`src/pkg/sfc_params.svh`:
```
`ifndef SFC_PARAMS_SVH
`define SFC_PARAMS_SVH

// Opcodes handled by the command front end.
`define SFC_OP_READ_FAST   8'h0B
`define SFC_OP_READ_SLOW   8'h03
`define SFC_OP_ERASE_4K    8'h20
`define SFC_OP_ERASE_32K   8'h52
`define SFC_OP_ERASE_64K   8'hD8
`define SFC_OP_CHIP_ERA_A  8'h60
`define SFC_OP_CHIP_ERA_B  8'hC7
`define SFC_OP_BYTE_PGM    8'h02
`define SFC_OP_SEQ_PGM     8'hAF
`define SFC_OP_WR_EN       8'h06
`define SFC_OP_WR_DIS      8'h04
`define SFC_OP_PROT_SECT   8'h36
`define SFC_OP_UNPROT_SECT 8'h39
`define SFC_OP_RD_PROT     8'h3C
`define SFC_OP_RD_STATUS   8'h05
`define SFC_OP_WR_STATUS   8'h01
`define SFC_OP_RD_ID       8'h9F
`define SFC_OP_PWR_DOWN    8'hB9
`define SFC_OP_PWR_RESUME  8'hAB

// Array geometry: 19 address bits, last byte at the top.
`define SFC_ADDR_W         19
`define SFC_ADDR_MAX       19'h7FFFF
`define SFC_ADDR_ZERO      19'h00000
`define SFC_ADDR_ONE       19'h00001
`define SFC_ADDR_BYTES     2'h2
`define SFC_SECT_SMALL     19'h70000
`define SFC_SECT_8K_A      19'h78000
`define SFC_SECT_8K_B      19'h7A000
`define SFC_SECT_TOP       19'h7C000
`define SFC_SECT_CNT       11

// Status byte layout and timing.
`define SFC_ST_BUSY_BIT    0
`define SFC_ST_WEL_BIT     1
`define SFC_CLK_PERIOD_NS  40
`define SFC_BP_TIME_NS     20000
`define SFC_FIFO_DEPTH     32

`endif

```
`src/pkg/sfc_pkg.sv`:
```
`include "sfc_params.svh"

package sfc_pkg;

  // One program request handed to the array: target address and byte.
  typedef struct packed {
    logic [`SFC_ADDR_W-1:0] addr;
    logic [7:0]             data;
  } sfc_pgm_t;

  // Phases of one chip-select frame.
  typedef enum logic [2:0] {
    SFC_IDLE,
    SFC_OPCODE,
    SFC_ADDR,
    SFC_DUMMY,
    SFC_RDATA,
    SFC_PDATA,
    SFC_DONE,
    SFC_IGNORE
  } sfc_state_t;

endpackage

```
`src/hdl/sfc_flash.sv`:
```
`timescale 1ns/1ps
`include "sfc_params.svh"


// Simple flop FIFO carrying program requests to the array.
module sfc_fifo #(
  parameter int WIDTH = 27,
  parameter int DEPTH = `SFC_FIFO_DEPTH
) (
  input  wire logic             i_sys_clk,
  input  wire logic             i_rst,
  input  wire logic             i_in_valid,
  output logic                  o_in_ready,
  input  wire logic [WIDTH-1:0] i_in_data,
  output logic                  o_out_valid,
  input  wire logic             i_out_ready,
  output logic      [WIDTH-1:0] o_out_data
);
  localparam int PW = $clog2(DEPTH);
  localparam int CW = $clog2(DEPTH + 1);

  logic [WIDTH-1:0] mem_q [DEPTH];  // Storage, one word per entry.
  logic [PW-1:0]    wr_q;           // Next slot to fill.
  logic [PW-1:0]    rd_q;           // Oldest slot.
  logic [CW-1:0]    cnt_q;          // Words held.
  logic             push;
  logic             pop;

  assign o_in_ready  = (cnt_q != CW'(DEPTH));
  assign o_out_valid = (cnt_q != '0);
  assign o_out_data  = mem_q[rd_q];
  assign push        = i_in_valid && o_in_ready;
  assign pop         = o_out_valid && i_out_ready;

  // Pointers wrap naturally because the depth is a power of two.
  always_ff @(posedge i_sys_clk) begin
    if (i_rst) begin
      wr_q  <= '0;
      rd_q  <= '0;
      cnt_q <= '0;
    end else begin
      if (push) begin
        wr_q <= wr_q + PW'(1);
      end
      if (pop) begin
        rd_q <= rd_q + PW'(1);
      end
      cnt_q <= cnt_q + CW'(push) - CW'(pop);
    end
  end

  // Storage is written only; it needs no reset.
  always_ff @(posedge i_sys_clk) begin
    if (push) begin
      mem_q[wr_q] <= i_in_data;
    end
  end
endmodule

// Serial command front end: read array and byte program.
module sfc_flash #(
  parameter int BYTE_PROGRAM_TIME_NS = `SFC_BP_TIME_NS
) (
  input  wire logic                    i_sys_clk,
  input  wire logic                    i_rst,
  input  wire logic                    i_cs_n,
  input  wire logic                    i_sck,
  input  wire logic                    i_si,
  output logic                         o_so,
  output logic                         o_so_oe,
  output logic [`SFC_ADDR_W-1:0]       o_rd_addr,
  input  wire logic [7:0]              i_rd_data,
  input  wire logic [`SFC_SECT_CNT-1:0] i_sect_prot,
  output logic                         o_pgm_valid,
  output sfc_pkg::sfc_pgm_t            o_pgm,
  input  wire logic                    i_pgm_ready,
  output logic                         o_busy,
  output logic                         o_wel
);
  import sfc_pkg::*;

  // Program time rounded up to whole system clocks.
  localparam int BP_CYC = (BYTE_PROGRAM_TIME_NS + `SFC_CLK_PERIOD_NS - 1) / `SFC_CLK_PERIOD_NS;

  // Pin synchronisers; stage one is read only by stage two.
  logic [2:0] sck_q;              // Clock pin samples.
  logic [2:0] cs_q;               // Select pin samples.
  logic [1:0] si_q;               // Data pin samples.

  sfc_state_t             st_q;        // Frame phase.
  logic [2:0]             bit_q;       // Bits received in current byte.
  logic [2:0]             obit_q;      // Bits sent in current byte.
  logic [1:0]             nbyte_q;     // Address bytes received.
  logic [7:0]             sh_q;        // Receive shifter.
  logic [7:0]             op_q;        // Opcode of this frame.
  logic [7:0]             out_q;       // Transmit shifter.
  logic [`SFC_ADDR_W-1:0] addr_q;      // Address counter.
  logic [7:0]             pdata_q;     // Latched program byte.
  logic                   pgot_q;      // A full program byte arrived.
  logic                   stat_src_q;  // Stream status instead of array.
  logic                   wel_q;       // Write enable latch.
  logic                   seq_q;       // Sequential program mode.
  logic [`SFC_ADDR_W-1:0] seq_addr_q;  // Next sequential target.
  logic                   busy_q;      // Program cycle in progress.
  logic [15:0]            tmr_q;       // Cycles left in program cycle.
  sfc_pgm_t               pgm_q;       // Request being programmed.
  logic                   so_q;
  logic                   so_oe_q;

  // Edge detection on the synchronised pins.
  logic sck_rise;
  logic sck_fall;
  logic cs_fall;
  logic cs_rise;
  logic cs_low;
  logic [7:0] rx_byte;
  logic       byte_done;
  assign sck_rise  = sck_q[1] && !sck_q[2];
  assign sck_fall  = !sck_q[1] && sck_q[2];
  assign cs_fall   = !cs_q[1] && cs_q[2];
  assign cs_rise   = cs_q[1] && !cs_q[2];
  assign cs_low    = !cs_q[2];
  assign rx_byte   = {sh_q[6:0], si_q[1]};
  assign byte_done = sck_rise && (bit_q == 3'h7);

  // Opcode decoding from the byte that just completed.
  logic is_read;
  logic is_fast;
  logic is_byte_pgm;
  logic is_seq_pgm;
  logic is_other;
  assign is_fast     = (rx_byte == `SFC_OP_READ_FAST);
  assign is_read     = is_fast || (rx_byte == `SFC_OP_READ_SLOW);
  assign is_byte_pgm = (rx_byte == `SFC_OP_BYTE_PGM);
  assign is_seq_pgm  = (rx_byte == `SFC_OP_SEQ_PGM);
  // Opcodes owned by other blocks are accepted here and take no action.
  assign is_other    = (rx_byte == `SFC_OP_ERASE_4K) || (rx_byte == `SFC_OP_ERASE_32K)
                    || (rx_byte == `SFC_OP_ERASE_64K) || (rx_byte == `SFC_OP_CHIP_ERA_A)
                    || (rx_byte == `SFC_OP_CHIP_ERA_B)
                    || (rx_byte == `SFC_OP_PROT_SECT) || (rx_byte == `SFC_OP_UNPROT_SECT)
                    || (rx_byte == `SFC_OP_RD_PROT) || (rx_byte == `SFC_OP_WR_STATUS)
                    || (rx_byte == `SFC_OP_RD_ID) || (rx_byte == `SFC_OP_PWR_DOWN)
                    || (rx_byte == `SFC_OP_PWR_RESUME);

  // Map an address to its protection sector.
  function automatic logic sect_locked(input logic [`SFC_ADDR_W-1:0] a,
                                       input logic [`SFC_SECT_CNT-1:0] p);
    logic [3:0] idx;
    if (a < `SFC_SECT_SMALL) begin
      idx = {1'b0, a[18:16]};
    end else if (a < `SFC_SECT_8K_A) begin
      idx = 4'h7;
    end else if (a < `SFC_SECT_8K_B) begin
      idx = 4'h8;
    end else if (a < `SFC_SECT_TOP) begin
      idx = 4'h9;
    end else begin
      idx = 4'hA;
    end
    return p[idx];
  endfunction

  // Status byte and the byte that the next output phase sends.
  logic [7:0] status_byte;
  logic [7:0] tx_src;
  assign status_byte = (8'(busy_q) << `SFC_ST_BUSY_BIT) | (8'(wel_q) << `SFC_ST_WEL_BIT);
  assign tx_src      = stat_src_q ? status_byte : i_rd_data;

  // Program bookkeeping on release of select.
  logic pgm_frame;
  logic pgm_ok;
  logic pgm_push;
  logic fifo_ready;
  logic [`SFC_ADDR_W-1:0] next_seq;
  logic seq_end;
  assign pgm_frame = ((op_q == `SFC_OP_BYTE_PGM) || (op_q == `SFC_OP_SEQ_PGM))
                  && ((st_q == SFC_ADDR) || (st_q == SFC_PDATA));
  assign pgm_ok    = (st_q == SFC_PDATA) && pgot_q && !busy_q
                  && !sect_locked(addr_q, i_sect_prot);
  assign pgm_push  = busy_q && (tmr_q == 16'h0000);
  assign next_seq  = pgm_q.addr + `SFC_ADDR_ONE;
  // Sequential mode neither wraps nor skips a protected sector.
  assign seq_end   = (pgm_q.addr == `SFC_ADDR_MAX) || sect_locked(next_seq, i_sect_prot);

  // Pin synchronisers.
  always_ff @(posedge i_sys_clk) begin
    if (i_rst) begin
      sck_q <= 3'h0;
      cs_q  <= 3'h7;
      si_q  <= 2'h0;
    end else begin
      sck_q <= {sck_q[1:0], i_sck};
      cs_q  <= {cs_q[1:0], i_cs_n};
      si_q  <= {si_q[0], i_si};
    end
  end

  // Frame sequencer: all serial fields are taken on rising clock edges.
  always_ff @(posedge i_sys_clk) begin
    if (i_rst) begin
      st_q       <= SFC_IDLE;
      bit_q      <= 3'h0;
      nbyte_q    <= 2'h0;
      sh_q       <= 8'h00;
      op_q       <= 8'h00;
      addr_q     <= `SFC_ADDR_ZERO;
      pdata_q    <= 8'h00;
      pgot_q     <= 1'b0;
      stat_src_q <= 1'b0;
    end else if (cs_fall) begin
      st_q    <= SFC_OPCODE;
      bit_q   <= 3'h0;
      nbyte_q <= 2'h0;
      pgot_q  <= 1'b0;
    end else if (!cs_low) begin
      st_q <= SFC_IDLE;
    end else if (sck_rise) begin
      bit_q <= bit_q + 3'h1;
      sh_q  <= rx_byte;
      if (byte_done) begin
        unique case (st_q)
          SFC_OPCODE: begin
            op_q       <= rx_byte;
            stat_src_q <= 1'b0;
            if (busy_q && rx_byte != `SFC_OP_RD_STATUS) begin
              // Only status polling is served during a program cycle.
              st_q <= SFC_IGNORE;
            end else if (rx_byte == `SFC_OP_RD_STATUS) begin
              stat_src_q <= 1'b1;
              st_q       <= SFC_RDATA;
            end else if (is_read) begin
              st_q <= SFC_ADDR;
            end else if (is_byte_pgm) begin
              st_q <= wel_q ? SFC_ADDR : SFC_IGNORE;
            end else if (is_seq_pgm && seq_q) begin
              addr_q <= seq_addr_q;
              st_q   <= SFC_PDATA;
            end else if (is_seq_pgm) begin
              st_q <= wel_q ? SFC_ADDR : SFC_IGNORE;
            end else if (is_other || rx_byte == `SFC_OP_WR_EN || rx_byte == `SFC_OP_WR_DIS) begin
              st_q <= SFC_DONE;
            end else begin
              st_q <= SFC_IGNORE;
            end
          end
          SFC_ADDR: begin
            // Shifting into 19 bits drops the five unused top bits.
            addr_q  <= {addr_q[10:0], rx_byte};
            nbyte_q <= nbyte_q + 2'h1;
            if (nbyte_q == `SFC_ADDR_BYTES) begin
              if (op_q == `SFC_OP_READ_FAST) begin
                st_q <= SFC_DUMMY;
              end else if (op_q == `SFC_OP_READ_SLOW) begin
                st_q <= SFC_RDATA;
              end else begin
                st_q <= SFC_PDATA;
              end
            end
          end
          SFC_DUMMY: begin
            st_q <= SFC_RDATA;
          end
          SFC_PDATA: begin
            if (!pgot_q) begin
              pdata_q <= rx_byte;
              pgot_q  <= 1'b1;
            end
          end
          default: begin
            st_q <= st_q;  // Read, done and ignore phases take no input.
          end
        endcase
      end
    end else if (sck_fall && st_q == SFC_RDATA && obit_q == 3'h7 && !stat_src_q) begin
      // Counter advances as each array byte is loaded; wrap is free.
      addr_q <= addr_q + `SFC_ADDR_ONE;
    end
  end

  // Output shifter: a new bit leaves on each falling edge of a read phase.
  always_ff @(posedge i_sys_clk) begin
    if (i_rst) begin
      out_q   <= 8'h00;
      obit_q  <= 3'h7;
      so_q    <= 1'b0;
      so_oe_q <= 1'b0;
    end else if (!cs_low || st_q != SFC_RDATA) begin
      obit_q  <= 3'h7;
      so_oe_q <= 1'b0;
    end else if (sck_fall) begin
      obit_q  <= obit_q + 3'h1;
      so_oe_q <= 1'b1;
      if (obit_q == 3'h7) begin
        so_q  <= tx_src[7];
        out_q <= {tx_src[6:0], 1'b0};
      end else begin
        so_q  <= out_q[7];
        out_q <= {out_q[6:0], 1'b0};
      end
    end
  end

  // Latch, sequential mode and the self-timed program cycle.
  always_ff @(posedge i_sys_clk) begin
    if (i_rst) begin
      wel_q      <= 1'b0;
      seq_q      <= 1'b0;
      seq_addr_q <= `SFC_ADDR_ZERO;
      busy_q     <= 1'b0;
      tmr_q      <= 16'h0000;
      pgm_q      <= '0;
    end else begin
      if (busy_q && tmr_q != 16'h0000) begin
        tmr_q <= tmr_q - 16'h0001;
      end else if (pgm_push && fifo_ready) begin
        // Busy holds until the request FIFO has room for the request.
        busy_q <= 1'b0;
        if (seq_q && seq_end) begin
          seq_q <= 1'b0;
          wel_q <= 1'b0;
        end else if (seq_q) begin
          seq_addr_q <= next_seq;
        end
      end
      if (byte_done && st_q == SFC_OPCODE && !busy_q) begin
        if (rx_byte == `SFC_OP_WR_EN) begin
          wel_q <= 1'b1;
        end else if (rx_byte == `SFC_OP_WR_DIS) begin
          wel_q <= 1'b0;
          seq_q <= 1'b0;
        end
      end
      if (cs_rise && pgm_frame) begin
        if (pgm_ok) begin
          busy_q <= 1'b1;
          tmr_q  <= 16'(BP_CYC);
          pgm_q  <= '{addr: addr_q, data: pdata_q};
          if (op_q == `SFC_OP_SEQ_PGM) begin
            seq_q <= 1'b1;
          end else begin
            wel_q <= 1'b0;
          end
        end else begin
          wel_q <= 1'b0;
          seq_q <= 1'b0;
        end
      end
    end
  end

  sfc_fifo #(
    .WIDTH ($bits(sfc_pgm_t)),
    .DEPTH (`SFC_FIFO_DEPTH)
  ) u_fifo (
    .i_sys_clk   (i_sys_clk),
    .i_rst       (i_rst),
    .i_in_valid  (pgm_push),
    .o_in_ready  (fifo_ready),
    .i_in_data   (pgm_q),
    .o_out_valid (o_pgm_valid),
    .i_out_ready (i_pgm_ready),
    .o_out_data  (o_pgm)
  );

  assign o_so      = so_q;
  assign o_so_oe   = so_oe_q;
  assign o_rd_addr = addr_q;
  assign o_busy    = busy_q;
  assign o_wel     = wel_q;
endmodule

```
`config.mk`:
```
export PLATFORM = sky130hd
export DESIGN_NAME = sfc_flash
export DESIGN_NICKNAME = d
export VERILOG_FILES = /design/src/pkg/sfc_pkg.sv /design/src/hdl/sfc_flash.sv
export VERILOG_INCLUDE_DIRS = /design/src /design/src/pkg
export SDC_FILE = /design/constraint.sdc
export NUM_CORES = 1
export LEC_CHECK = 0
export BUFFER_PORTS_ARGS = -buffer_cell sky130_fd_sc_hd__buf_2
export CAP_MARGIN = 20
export CORE_ASPECT_RATIO = 1.2
export CORE_MARGIN = 2
export CORE_UTILIZATION = 30
export DETAILED_ROUTE_END_ITERATION = 7
export GPL_TIMING_DRIVEN = 0
export HOLD_SLACK_MARGIN = 0.1
export PLACE_DENSITY = 0.54
export SYNTH_ARGS = -nofsm -noshare
export SYNTH_HDL_FRONTEND = slang
export SYNTH_SLANG_ARGS = --single-unit
```
`constraint.sdc`:
```
create_clock -name i_sys_clk -period 8.2 [get_ports i_sys_clk]
set_input_delay 1.64 -clock i_sys_clk [delete_from_list [all_inputs] [get_ports i_sys_clk]]
set_output_delay 1.64 -clock i_sys_clk [all_outputs]
set_load 0.01 [all_outputs]
```
==> out/qor.txt <==
largest net degree at the start of global routing = 39
Slew HR = 27.5%
Nets = 2527
Top FF cell, synth = edfxtp_1
Syn Inst Count = 2226
slowest CP cell = buf_1
Unique masters post-synth = 73
H-tree levels = 3
post-cts sizing count = 0
Leak = 16.2 nW
WHS = 413 ps
ranking of synthesized cells by area = edfxtp_1 (63%), mux4_2 (15%), dfxtp_1 (7.7%)
# diodes = 0
Core ar. = 0.135 mm2
Longest Clk Path Bufs = 3
final instance area = 0.0485 mm2
vias in the first global route = 22800
total track usage = 15.4%
post-layout util = 35.9%
Area Growth Syn to Fin = 18.8%
most frequent cell after synthesis = edfxtp_1
synthesized-area fraction occupied by adder cells = 0.753%
CP delay by family, top = buffers and inverters
detailed-route DRC error count = 0
Vias/cell = 5.00
Die Span Y = 408 um
clk_lat worst skew = 680 ps
number of antenna violations at the first check in global routing = 0
pwr/cell area = 242 mW/mm2
via count = 21800
Synth top cells by count = edfxtp_1 (864), mux4_2 (272), dfxtp_1 (158)
Sink Count = 1022
Max VDD drop = 0.192 mV
grt ovf = 0
Synth Area in Compound Gates = 2.57%
Clk pin slew, worst setup/hold paths = 60 ps
Buf/Inv on CP = 4
Synth area leader = edfxtp_1
I/O pins = 76
multi-input logic area = 0.0114 mm2
initial DRC count = 2075
setup TNS = 0 ps
max incr delay on CP = 880 ps
cell count after placement = 4155
CTS root buf = clkbuf_16
die width = 341 um
Starting Density = 30.2%
share of layout cells above drive strength 1 = 26.7%
Seq/Total Area, Yosys = 71.2%
post-DR wirelength/cell = 24.9 um
Synth Warn # = 0
Synth Area in Simple Gates = 5.37%
HPWL Detailed = 73.3 mm
largest family of logic cells by synthesized area = multiplexers
row count = 148
final WL = 109 mm
CP arrival = 5180 ps
nature of the critical path startpoint = flop
crit path capture type = output port
Post-synth EDFFs = 864
syn_area_per_cell = 18.4 um2
area fraction of the dominant cell type after synthesis = 63.5%
Max FO, Critical Path = 10
Min-Delay Path Class = reg2reg
Design Power = 11.7 mW
Slew @ Worst Pin = 1090 ps
fillcell total = 12400
Hold Buf Count CTS = 0
Place WS = 2010 ps
Max Slew Vio Count = 0
part of the cycle the worst path needs = 83.1%
synthesized flop and latch total = 1022
fraction of registers with async set/reset = 0%
CTS tree = yes
GPL Wtd Cong = 0.843
die area = 0.139 mm2
RSZ-0062 raised after global routing = false
Final Hold Fails = 0
Post-DRT Antenna Nets = 0
Peak Freq = 0.147 GHz
status = complete, no violations
IO Port Bufs = 75
CTS Buf Count = 108
fin worst setup slack = 1380 ps
multiplexer share of the synthesized area = 17.7%
post-CTS setup buffers = 0
first-pass GRT wire length = 155 mm
Synth Area in XOR/XNOR = 0.980%
Final min period = 6820 ps
Data required, critical path = 6560 ps
count of maximum capacitance violations = 0
crit path kind = reg2out
area post-placement = 0.0449 mm2
Final Instance Count excl. Fillers = 4364
Synth Cell Area = 0.0409 mm2
final setup fails = 0
crit path cell chain = clkbuf_1 > buf_1 > buf_1 > mux4_2 > mux4_2 > mux2_2 > buf_2
sequential standard cell area = 0.0291 mm2
syn_nets = 2275
drt first pass iters = 6
final setup skew = 22.4 ps
-- report_power, final --
part / leakage [nW] / switching [mW] / internal, mW
Combinational: 4.46 / 0.767 / 0.726
Clock: 1.66 / 2.00 / 2.66
Sequential: 10.0 / 0.0120 / 5.57
Total: 16.2 / 2.78 / 8.96
-- layout make-up --
| class | count | area share (%) |
|---|---|---|
| Clock buffer | 134 | 5.98 |
| Multi-Input combinational cell | 1052 | 23.5 |
| Clock inverter | 62 | 0.990 |
| Timing Repair Buffer | 142 | 3.69 |
| Sequential cell | 1022 | 60.0 |
| Tap cell | 1800 | 4.64 |
| Buffer | 124 | 0.995 |
| Inverter | 28 | 0.216 |
-- sequential cells by signal (all words and copies together) (netlist names), 6 cells and up, named ones only --
signal        count
o_rd_addr        19
u_fifo.mem_q    864
pdata_q           8
op_q              8
seq_addr_q       19
sh_q              7
u_fifo.cnt_q      6
tmr_q            16
out_q             7
pgm_q            27
-- worst register-to-register path, cell delays in order (launching register included) --
cell	delay (ps)
dfxtp_1	1020
clkbuf_1	410
nand4_1	240
nor4_4	250
nand3_1	200
xnor2_2	430
o21ai_1	140
a31oi_1	350
nand4_4	280
buf_6	250
mux2_4	310
-- cell families after synthesis --
| kind of cell | after synthesis |
|---|---|
| and+or+nand+nor | 441 |
| buffers and inverters | 152 |
| AOI/OAI and AO/OA | 171 |
| muxes | 372 |
| DFF | 1022 |
| adders and majority gates | 24 |
| xor gates and xnor gates | 44 |
-- routing by layer --
metal	track usage, %	wire length [um]
met4	4.97	3340
met1	19.2	43300
met3	4.14	8500
met2	25.9	53500
met5	0	0
-- placed cells by master, fill, tap and decap left out, types with 24 or more instances in the layout --
master	n
edfxtp_1	864
mux4_2	272
dfxtp_1	150
nor2_1	118
clkbuf_1	115
nand2_1	115
clkbuf_16	111
buf_2	77
a21oi_1	66
mux2i_1	54
mux2_2	38
o21ai_0	35
nor2b_1	34
nor2_4	32
nand3_1	31
inv_1	27
buf_16	25
clkinv_2	24
-- final timing paths --
path                   from            end  slack (ps)  cells after the start
hold / removal      cs_q[0]        cs_q[1]         410                      1
setup / recovery       flop      o_pgm[20]        1380                      7
setup reg to reg  pgm_q[23]  seq_addr_q[9]        4200                     10
hold reg to reg     cs_q[0]        cs_q[1]         410                      1
(Power assumes the default switching activity.)
